===== config.mk =====
export PLATFORM = sky130hd
export DESIGN_NAME = vectored_interrupt_controller
export DESIGN_NICKNAME = d
export VERILOG_FILES = /design/src/logic/irq_pkg.sv /design/src/logic/vectored_interrupt_controller.sv /design/src/logic/pin_sync.sv /design/src/logic/pc_stack.sv
export VERILOG_INCLUDE_DIRS = /design/src /design/src/logic
export SDC_FILE = /design/constraint.sdc
export NUM_CORES = 1
export LEC_CHECK = 0
export ABC_CLOCK_PERIOD_IN_PS = 3400
export BUFFER_PORTS_ARGS = -buffer_cell sky130_fd_sc_hd__buf_2
export CORE_ASPECT_RATIO = 1.1
export CORE_UTILIZATION = 52
export DETAILED_ROUTE_END_ITERATION = 6
export GPL_TIMING_DRIVEN = 0
export PLACE_DENSITY = 0.76
export SYNTH_ARGS = -nofsm -noshare
export SYNTH_HDL_FRONTEND = slang
export SYNTH_HIERARCHICAL = 1
export SYNTH_SLANG_ARGS = --single-unit

===== constraint.sdc =====
create_clock -name clk_sys -period 3.4 [get_ports clk_sys]
set_input_delay 0.34 -clock clk_sys [delete_from_list [all_inputs] [get_ports clk_sys]]
set_output_delay 0.34 -clock clk_sys [all_outputs]
set_load 0.02 [all_outputs]

===== src/logic/irq_map.svh =====
// Constants of the vectored interrupt controller.
// Summary of operation
// - Source events set their matching request flags.
// - Accept pushes next PC, loads vector address.
// - Return instruction pops saved PC back.
// - Servicing clears global enable, preventing nesting.
// - Flags still latch while global enable clear.
// - Full stack blocks acknowledging any interrupt.
// - Per-source enables and global enable gate requests.
// - Requests serviced at next phase-two pulse.
// - Fixed priority: pin, timers, tone, clock, combined.
// - Pin falling edge sets flag, vector 04H.
// - Servicing clears the serviced source's flag.
// - Timer overflows set flags, vectors 08H, 0CH.
// - Valid tone character sets flag, vector 10H.
// - Clock tick sets flag, vector 14H.
// - Combined events set flag, vector 18H.
// - Flags hold until serviced or cleared.
`ifndef IRQ_MAP_SVH
`define IRQ_MAP_SVH
`define PC_WIDTH        14
`define STACK_DEPTH     8
`define SP_WIDTH        4
`define NUM_SRC         6
`define SRC_PIN         0
`define SRC_TIMER_ZERO  1
`define SRC_TIMER_ONE   2
`define SRC_TONE_RX     3
`define SRC_CLOCK_TICK  4
`define SRC_COMBINED    5
`define VEC_PIN         14'h0004
`define VEC_TIMER_ZERO  14'h0008
`define VEC_TIMER_ONE   14'h000C
`define VEC_TONE_RX     14'h0010
`define VEC_CLOCK_TICK  14'h0014
`define VEC_COMBINED    14'h0018
`define FLAGS_RESET     6'h00
`define GLOBAL_RESET    1'b0
`endif


===== src/logic/irq_pkg.sv =====
// Types shared by the interrupt controller files.
package irq_pkg;
  typedef logic [5:0]  src_vec_type;
  typedef logic [13:0] pc_type;
  typedef struct packed {
    logic pin_falling;
    logic port_c_bit0;
    logic port_c_bit5;
    logic port_c_bit7;
    logic serial_event;
    logic ext_periph;
  } pin_in_type;
  typedef struct packed {
    logic timer_zero_ovf;
    logic timer_one_ovf;
    logic tone_rx_valid;
    logic clock_tick;
    logic timer_two_ovf;
  } event_in_type;
  typedef enum logic [1:0] {
    ST_RUN   = 2'b00,
    ST_ENTER = 2'b01
  } disp_state_type;
endpackage : irq_pkg


===== src/logic/vectored_interrupt_controller.sv =====
// Vectored interrupt controller: flags, gating, priority and dispatch.
`timescale 1ns/1ps
`include "irq_map.svh"
module vectored_interrupt_controller
  import irq_pkg::*;
(
  input  wire logic         clk_sys,
  input  wire logic         resetn,
  input  wire logic         clk_en,
  input  wire logic         phase_two_clock,
  input  wire pin_in_type   pins,
  input  wire event_in_type events,
  input  wire pc_type       next_pc,
  input  wire logic         return_from_irq_instr,
  input  wire logic         call_instr,
  input  wire logic         sw_global_set,
  input  wire logic         sw_global_clear,
  input  wire src_vec_type  sw_enable_wr,
  input  wire src_vec_type  sw_enable_data,
  input  wire src_vec_type  sw_flag_clear,
  input  wire src_vec_type  sw_flag_set,
  output logic              global_irq_enable,
  output src_vec_type       irq_enables,
  output src_vec_type       irq_flags,
  output logic              pc_load,
  output pc_type            pc_load_value,
  output logic              irq_taken,
  output logic              stack_full,
  output logic [`SP_WIDTH-1:0] stack_depth
);
  logic ext_fall, pc0_fall, pc5_fall, pc7_rise, per_fall, ser_rise;

  pin_sync u_sync_ext (.clk_sys(clk_sys), .resetn(resetn), .clk_en(clk_en), .pin_in(pins.pin_falling),
                       .fall_pulse(ext_fall), .rise_pulse());
  pin_sync u_sync_pc0 (.clk_sys(clk_sys), .resetn(resetn), .clk_en(clk_en), .pin_in(pins.port_c_bit0),
                       .fall_pulse(pc0_fall), .rise_pulse());
  pin_sync u_sync_pc5 (.clk_sys(clk_sys), .resetn(resetn), .clk_en(clk_en), .pin_in(pins.port_c_bit5),
                       .fall_pulse(pc5_fall), .rise_pulse());
  pin_sync u_sync_pc7 (.clk_sys(clk_sys), .resetn(resetn), .clk_en(clk_en), .pin_in(pins.port_c_bit7),
                       .fall_pulse(), .rise_pulse(pc7_rise));
  pin_sync u_sync_per (.clk_sys(clk_sys), .resetn(resetn), .clk_en(clk_en), .pin_in(pins.ext_periph),
                       .fall_pulse(per_fall), .rise_pulse());
  pin_sync u_sync_ser (.clk_sys(clk_sys), .resetn(resetn), .clk_en(clk_en), .pin_in(pins.serial_event),
                       .fall_pulse(), .rise_pulse(ser_rise));

  // Picks the highest-priority pending source; bit 0 is the highest.
  function automatic src_vec_type pick_one(input src_vec_type req);
    src_vec_type one;
    one = '0;
    for (int i = `NUM_SRC - 1; i >= 0; i--) begin
      if (req[i]) begin
        one = '0;
        one[i] = 1'b1;
      end
    end
    return one;
  endfunction : pick_one

  function automatic pc_type vector_of(input src_vec_type one);
    pc_type v;
    v = '0;
    case (1'b1)
      one[`SRC_PIN]:        v = `VEC_PIN;
      one[`SRC_TIMER_ZERO]: v = `VEC_TIMER_ZERO;
      one[`SRC_TIMER_ONE]:  v = `VEC_TIMER_ONE;
      one[`SRC_TONE_RX]:    v = `VEC_TONE_RX;
      one[`SRC_CLOCK_TICK]: v = `VEC_CLOCK_TICK;
      one[`SRC_COMBINED]:   v = `VEC_COMBINED;
      default:              v = '0;
    endcase
    return v;
  endfunction : vector_of

  src_vec_type    flags_q, flags_d, enables_q, enables_d, events_now, grant;
  logic           global_q, global_d, p2_q, p2_d, p2_rise, accept;
  logic           pc_load_q, pc_load_d, taken_q, taken_d;
  pc_type         pc_val_q, pc_val_d, stack_top;
  disp_state_type state_q, state_d;
  logic           push, pop;

  assign p2_rise = phase_two_clock & ~p2_q;

  always_comb begin
    events_now                  = '0;
    events_now[`SRC_PIN]        = ext_fall;
    events_now[`SRC_TIMER_ZERO] = events.timer_zero_ovf;
    events_now[`SRC_TIMER_ONE]  = events.timer_one_ovf;
    events_now[`SRC_TONE_RX]    = events.tone_rx_valid;
    events_now[`SRC_CLOCK_TICK] = events.clock_tick;
    events_now[`SRC_COMBINED]   = pc0_fall | pc5_fall | pc7_rise | ser_rise |
                                  per_fall | events.timer_two_ovf;
  end

  always_comb begin
    grant  = pick_one(flags_q & enables_q);
    accept = (state_q == ST_RUN) && p2_rise && global_q && !stack_full &&
             (grant != '0);
    push   = accept;
    // A return is only honoured where the address it pops is also loaded.
    pop    = return_from_irq_instr && !accept && (state_q == ST_RUN);
  end

  always_comb begin
    enables_d = enables_q;
    for (int i = 0; i < `NUM_SRC; i++) begin
      if (sw_enable_wr[i]) begin
        enables_d[i] = sw_enable_data[i];
      end
    end
    // Hardware set wins over any clear in the same cycle.
    flags_d = (flags_q & ~sw_flag_clear & ~(accept ? grant : '0)) |
              sw_flag_set | events_now;
    global_d = global_q;
    if (sw_global_clear) begin
      global_d = 1'b0;
    end
    if (sw_global_set) begin
      global_d = 1'b1;
    end
    if (accept) begin
      global_d = 1'b0;
    end
    p2_d      = phase_two_clock;
    pc_load_d = 1'b0;
    taken_d   = 1'b0;
    pc_val_d  = pc_val_q;
    state_d   = state_q;
    case (state_q)
      ST_RUN: begin
        if (accept) begin
          pc_load_d = 1'b1;
          taken_d   = 1'b1;
          pc_val_d  = vector_of(grant);
          state_d   = ST_ENTER;
        end else if (return_from_irq_instr) begin
          pc_load_d = 1'b1;
          pc_val_d  = stack_top;
        end
      end
      ST_ENTER: begin
        state_d = ST_RUN;
      end
      default: begin
        state_d = ST_RUN;
      end
    endcase
  end

  always_ff @(posedge clk_sys or negedge resetn) begin
    if (!resetn) begin
      flags_q   <= `FLAGS_RESET;
      enables_q <= '0;
      global_q  <= `GLOBAL_RESET;
      p2_q      <= 1'b0;
      pc_load_q <= 1'b0;
      taken_q   <= 1'b0;
      pc_val_q  <= '0;
      state_q   <= ST_RUN;
    end else if (clk_en) begin
      flags_q   <= flags_d;
      enables_q <= enables_d;
      global_q  <= global_d;
      p2_q      <= p2_d;
      pc_load_q <= pc_load_d;
      taken_q   <= taken_d;
      pc_val_q  <= pc_val_d;
      state_q   <= state_d;
    end
  end

  // The call instruction also consumes a level, so it counts toward full.
  pc_stack u_stack (.clk_sys(clk_sys), .resetn(resetn), .clk_en(clk_en), .push(push | (call_instr & !accept)),
                    .pop(pop), .push_data(next_pc), .top_data(stack_top), .full(stack_full),
                    .depth(stack_depth));

  assign global_irq_enable = global_q;
  assign irq_enables       = enables_q;
  assign irq_flags         = flags_q;
  assign pc_load           = pc_load_q;
  assign pc_load_value     = pc_val_q;
  assign irq_taken         = taken_q;
endmodule : vectored_interrupt_controller


===== src/logic/pin_sync.sv =====
// Three-stage synchroniser with agreement filter and edge outputs.
`timescale 1ns/1ps
module pin_sync (
  input  wire logic clk_sys,
  input  wire logic resetn,
  input  wire logic clk_en,
  input  wire logic pin_in,
  output logic      fall_pulse,
  output logic      rise_pulse
);
  logic [2:0] sync_q;
  logic [2:0] sync_d;
  logic       level_q;
  logic       level_d;

  always_comb begin
    sync_d  = {sync_q[1:0], pin_in};
    level_d = level_q;
    if (sync_q[1] == sync_q[2]) begin
      level_d = sync_q[2];
    end
  end

  // Level resets high so an idle-high pin gives no false edge.
  always_ff @(posedge clk_sys or negedge resetn) begin
    if (!resetn) begin
      sync_q  <= 3'h7;
      level_q <= 1'b1;
    end else if (clk_en) begin
      sync_q  <= sync_d;
      level_q <= level_d;
    end
  end

  assign fall_pulse = clk_en & level_q & ~level_d;
  assign rise_pulse = clk_en & ~level_q & level_d;
endmodule : pin_sync


===== src/logic/pc_stack.sv =====
// Program counter return stack with push, pop and full indication.
`timescale 1ns/1ps
`include "irq_map.svh"
module pc_stack
  import irq_pkg::*;
(
  input  wire logic   clk_sys,
  input  wire logic   resetn,
  input  wire logic   clk_en,
  input  wire logic   push,
  input  wire logic   pop,
  input  wire pc_type push_data,
  output pc_type      top_data,
  output logic        full,
  output logic [`SP_WIDTH-1:0] depth
);
  pc_type                mem_q [`STACK_DEPTH];
  logic [`SP_WIDTH-1:0]  sp_q;
  logic [`SP_WIDTH-1:0]  sp_d;

  assign full     = (sp_q == `SP_WIDTH'(`STACK_DEPTH));
  assign depth    = sp_q;
  assign top_data = (sp_q == '0) ? '0 : mem_q[sp_q[2:0] - 3'h1];

  always_comb begin
    sp_d = sp_q;
    if (push && !full) begin
      sp_d = sp_q + 4'h1;
    end else if (pop && sp_q != '0) begin
      sp_d = sp_q - 4'h1;
    end
  end

  always_ff @(posedge clk_sys or negedge resetn) begin
    if (!resetn) begin
      sp_q <= '0;
    end else if (clk_en) begin
      sp_q <= sp_d;
    end
  end

  always_ff @(posedge clk_sys) begin
    if (clk_en && push && !full) begin
      mem_q[sp_q[2:0]] <= push_data;
    end
  end
endmodule : pc_stack


# After elaboration in Yosys (flattened, before gate mapping)
# Memory sizes are Yosys's and may differ from the RTL's.
# Cells that the tools add are included.
[totals]
latch_bits = 0
rom_bits = 0
word_cells = 137
n_memories = 1
output_inout_bits = 34
regBits = 60
in_bits = 57
ram_bits = 112
[mem_list]
columns = ["memory", "words", "width", "read_ports", "rd_ports_with_merged_regs", "wr", "line", "rtl"]
rows = [
  ["u_stack.mem_q", 8, 14, 1, 0, 1, "pc_stack.sv:17", "pc_type mem_q [`STACK_DEPTH];"],
]
[classes]
n_reduce_logical = 29
multipliers = 0
order_cmp = 0
div_mod_pow = 0
bitwise_logic = 34
n_addsub = 3
eq_ne = 8
n_mux = 36
shift = 0
[ops]
columns = ["op", "count"]
rows = [
  ["2-to-1 mux 14 bit", 3],
  ["2-to-1 mux 6 bit", 7],
  ["2-to-1 mux 5 bit", 6],
  ["AND 6 bit", 3],
  ["AND reduction 2 bit", 9],
  ["2-to-1 mux 1 bit", 16],
  ["AND 1 bit", 14],
  ["NOT 6 bit", 2],
  ["bitwise OR 6 bit", 2],
  ["logical AND 1 bit", 10],
  ["2-to-1 mux 4 bit", 2],
  ["NOT 1 bit", 7],
  ["== test 1 bit", 6],
  ["bitwise OR 1 bit", 6],
  ["nonzero test 6 bit", 1],
  ["adder 4 x 1 -> 4 bit (second input constant)", 1],
  ["== test 4 bit (second input constant)", 1],
  ["zero test 4 bit", 1],
  ["2-to-1 mux 2 bit", 2],
  ["nonzero test 2 bit", 2],
  ["nonzero test 4 bit", 1],
  ["subtractor 4 x 1 -> 4 bit (second input constant)", 1],
  ["AND reduction 3 bit", 1],
  ["nonzero test 3 bit", 1],
  ["other kinds (4)", 5],
]

# Depth between registers and ports, before layout
[logic_depth]
depth_word = 16
mapped_depth = 15

# Modules after synthesis
# The synthesis kept the hierarchy.
[modules_own_cells]
columns = ["mod", "cells_each", "n_inst", "area_each_um2"]
rows = [
  ["pc_stack", 238, 1, 4718.3],
  ["vectored_interrupt_controller", 132, 1, 1440.1],
  ["pin_sync", 14, 6, 177.7],
]

# Worst setup path before layout
# OpenSTA, ideal clock, no wires.
[synth_timing]
path_kind = "register to register"
from = "reg u_stack.sp_q[0], in the netlist u_stack/depth[0]"
to = "mem u_stack/mem_q[1][0] (netlist name), enable pin"
arrival_time_ns = 3.387
setup_time_ns = 0.403
setup_slack_ns = -0.390
synth_period_minus_slack_ns = 3.790
path_stages_with_launch = 12
path_cell_list = "dfrtp_1 -> buf_6 -> inv_1 -> ha_1 -> nand3_2 -> inv_2 -> buf_2 -> nand4bb_1 -> a211o_1 -> nand2b_1 -> nand4_1 -> nor3_1"
[synth_via]
elab_chain_len = 11
[synth_lines]
columns = ["element", "line", "rtl"]
rows = [
  ["from (decl)", "pc_stack.sv:18", "logic [`SP_WIDTH-1:0] sp_q;"],
  ["from (signal assigned)", "pc_stack.sv:38", "sp_q <= sp_d;"],
  ["== test 4 bit (*)", "pc_stack.sv:21", "assign full = (sp_q == `SP_WIDTH'(`STACK_DEPTH));"],
  ["net stack_full", "vectored_interrupt_controller.sv:28", "output logic stack_full,"],
  ["zero test 1 bit (*)", "vectored_interrupt_controller.sv:96, pc_stack.sv:43", ""],
  ["logical AND 1 bit (2 in a row)", "vectored_interrupt_controller.sv:96", "accept = (state_q == ST_RUN) && p2_rise && global_q && !stack_full &&"],
  ["zero test 1 bit", "vectored_interrupt_controller.sv:172", "pc_stack u_stack (.clk_sys(clk_sys), .resetn(resetn), .clk_en(clk_en), .push(push | (call_instr & !accept)),"],
  ["AND 1 bit", "vectored_interrupt_controller.sv:172", ""],
  ["bitwise OR 1 bit", "vectored_interrupt_controller.sv:172", ""],
  ["logical AND 1 bit", "pc_stack.sv:43", "if (clk_en && push && !full) begin"],
  ["logical AND 1 bit (*)", "pc_stack.sv:43", ""],
  ["2-to-1 mux 1 bit (*)", "pc_stack.sv:43", ""],
  ["2-to-1 mux 1 bit (implied by the code) (*)", "pc_stack.sv:44", "mem_q[sp_q[2:0]] <= push_data;"],
  ["to (decl)", "pc_stack.sv:17", ""],
]
# Mark *: on every way through the listed nets, which the timed path passes. The rest lies on a longest branch.

# Worst setup path in the final report
[layout_timing]
from = "reg u_stack.sp_q[0], in the netlist u_stack/depth[0]"
to = "reg u_stack.sp_q[3], in the netlist u_stack/depth[3]"
[layout_via]
elab_chain_len = 10
word_cells_on_any_way = 18
classes_between = "add/sub: 2; eq/ne: 1; mux: 2; bitwise: 2; reduce/logical: 11"
[layout_lines]
columns = ["element", "line"]
rows = [
  ["== test 4 bit", "pc_stack.sv:21"],
  ["zero test 1 bit", "vectored_interrupt_controller.sv:96, pc_stack.sv:27"],
  ["logical AND 1 bit (2 in a row)", "vectored_interrupt_controller.sv:96"],
  ["zero test 1 bit", "vectored_interrupt_controller.sv:100, vectored_interrupt_controller.sv:172"],
  ["AND 1 bit / logical AND 1 bit (equally long branches)", "vectored_interrupt_controller.sv:172, vectored_interrupt_controller.sv:100"],
  ["bitwise OR 1 bit / logical AND 1 bit (equally long branches)", "vectored_interrupt_controller.sv:172, vectored_interrupt_controller.sv:100"],
  ["logical AND 1 bit, on equally long branches", "pc_stack.sv:27, pc_stack.sv:29"],
  ["nonzero test 2 bit (no source line)", "-"],
  ["AND reduction 2 bit (no source line)", "-"],
]
# Parallel ways exist; a longest one is shown, timed or not. The select of a mux whose other input is x is not followed.
# A chain may end at the register's enable or synchronous reset.

==> impl_metrics.csv <==
group,metric,value,unit
cells_and_area,regArea,4870,um^2
sta,max_clock_freq,309,MHz
cells_and_area,fin_area,8770,um^2
placed_design,io_buffers,90,
logic_synthesis,syn-instance-count,448,
logic_synthesis,syn-num-nets,509,
routing,wl_met1,6080,um
power,finalPower,7060,uW
worst_setup_path,critPathCaptureType,"register",
global_routing,antenna_found_initial,1,
cells_and_area,final_cells,770,
worst_setup_path,worst_ep_arrival_time,3.54,ns
die,coreArea,13300,um^2
routing,drt-total-wl,15900,um
power,power_frac_seq,39.8,%
run_status,status,"completed",
sta,tightest_slew,0.979,ns
global_routing,grt_overflow,0,
die,io_pins,91,
placed_design,placed_cells,722,
sta,relSlewSlack,33.9,%
cells_and_area,multiInputGateArea,2260,um^2
sta,fin_crit,3.24,ns
routing,wl_per_cell,20.7,um
clock_network,path_clk_slew,0.06,ns
clock_network,clk_path_buf_depth,2,
worst_hold_path,holdCritStartpoint,"events[4]",
cells_and_area,synthToLayoutAreaGrowth,22.2,%
routing,route.met2.wl,8170,um
power,p_sw_share,34.5,%
clock_network,clkLatencyLatePin,0.43,ns
die,die_area,14300,um^2
routing,via_count,4563,
global_routing,grt_usage,23.6,%
worst_setup_path,crit_path_start_kind,"register",
power,leakagePower,0.00336,uW
routing,dr.first_iter.drc_count,328,
sta,tns,0,ns
clock_network,cts-root-buf,"clkbuf_16",
worst_setup_path,crit_required,3.71,ns
sta,post-route-period-util,95.2,%
sta,setup_viol,0,
power,pwr-share-clk,26.5,%
sta,drv_slew,0,
power,powerDensity,805,nW/um^2
sta,clock_skew,0.00674,ns
clock_network,numCtsBuffers,17,
routing,vias_per_cell,5.93,
clock_network,cts_tree,"built",
cells_and_area,final_cell_mix,"112 x edfxtp_1, 93 x buf_2, 43 x nand2_1",
placed_design,routabilityCongestion,0.880,
global_routing,grt_pass1_vias,4622,
die,start_util,53.9,%
cells_and_area,fin_nets,633,
clock_network,cts.sinks,171,
cells_and_area,final_common_cell,"edfxtp_1",
routing,top_layer_used,"met4",
sta,hold_viol_final,0,
cells_and_area,fin_util,65.8,%
worst_setup_path,crit_fanout,12,
cells_and_area,drive_gt1_share,37.4,%
power,netSwitchingPower,2430,uW
worst_setup_path,regToRegStartpoint,"u_stack/depth[0]$_DFFE_PN0P_",
power,p_comb_share,33.7,%
global_routing,grt_first_pass_wirelength,24500,um
die,die-height,125,um
cells_and_area,n_fill_cell,937,
power,p_int,4630,uW
routing,drt_pre_antenna_iters,5,
routing,remaining_drc_errors,0,
die,dieWidth,114,um
logic_synthesis,netlist_area,7180,um^2
sta,rsz0062_at_grt,"no",
logic_synthesis,synth_area_per_cell,16.0,um^2
power,max-vdd-ir-drop,0.000389,V
clock_network,cts.htree.levels,4,
routing,wl_met3,1240,um
worst_setup_path,startpoint,"u_stack/depth[0]$_DFFE_PN0P_",
worst_hold_path,hold_class,"in -> reg",
worst_setup_path,criticalPathCategory,"reg -> reg",
die,rows,44,
global_routing,grt_max_degree,60,
job,drv_cap,0,
logic_synthesis,yosysWarnings,6,
placed_design,placed_area,7890,um^2
routing,antenna_left,0,
placed_design,hpwl,9820,um
[final cells by class]
cell class                 instances  area share, %
tap                              184           2.63
clock buffer                      17           4.85
inverter                          19          0.813
sequential                       171           55.6
clock inverter                    15           1.78
timing repair buffer             105           7.45
buffer                            14           1.07
antenna                            1         0.0285
multi-input combinational        244           25.8
[sequential cells by signal (all words and copies together) (netlist names), 3 cells and up]
name and count:
u_sync_ext/sync_q 3, u_stack/mem_q 112, u_sync_pc0/sync_q 3, u_sync_ser/sync_q 3
irq_flags 6, u_stack/depth 4, pc_load_value 14, u_sync_pc7/sync_q 3
irq_enables 6, u_sync_pc5/sync_q 3, u_sync_per/sync_q 3
[critical path: stages, from the launching register on]
cell	delay, ns
dfrtp_2	0.39
buf_6	0.19
inv_1	0.11
ha_2	0.24
nand3_2	0.14
inv_2	0.11
clkbuf_4	0.22
nand4bb_4	0.24
a211o_4	0.33
nand2b_4	0.12
nand2_2	0.11
ha_1	0.33
nand3_2	0.09
a211oi_1	0.23
o21ai_1	0.12
xnor2_1	0.14
[what timing repair did]
item	CTS	global route
resized for setup	12	6
buffers inserted	13	0
endpoints found under the hold margin	0	5
setup endpoints to repair	114	60
pin swaps	9	0
hold buffers	0	1
[metal layers]
metal | vias to the layer above | track usage [%]
met1 | 2276 | 27.5
li1 | 2021 | -
met5 | - | 0
met3 | 34 | 6.83
met2 | 232 | 40.7
met4 | 0 | 9.63
[stage by stage]
stage | setup WS [ns] | hold slack (ns)
2_1_floorplan | -0.0277 | 0.0444
3_3_place_gp | -0.842 | 0.462
3_5_place_dp | -0.852 | 0.476
4_1_cts | 0.0456 | 0.118
5_1_grt | 0.0155 | 0.130
6_report | 0.165 | 0.137
[power by group through the flow]
stage / Combinational (uW) / Clock [uW] / Sequential (uW)
floorplan: 1340 / 0 / 2950
global route: 2550 / 1980 / 2840
CTS: 2320 / 1900 / 2800
global placement: 2090 / 0 / 2820
detailed placement: 2180 / 0 / 2840
finish: 2380 / 1870 / 2810
[worst paths after layout]
path | endpoint | slack (ns) | cells past startpoint
setup reg to reg | u_stack/depth[3]$_DFFE_PN0P_ | 0.16 | 15
max in group asynchronous | u_sync_ext/level_q$_DFFE_PN1P_ | 2.40 | 3
setup / recovery | u_stack/depth[3]$_DFFE_PN0P_ | 0.16 | 15
hold / removal | irq_flags[1]$_DFFE_PN0P_ | 0.14 | 3
min in group asynchronous | pc_load_value[1]$_DFFE_PN0P_ | 0.39 | 2
hold reg to reg | u_sync_ext/level_q$_DFFE_PN1P_ | 0.49 | 1
(Power assumes the default switching activity.)
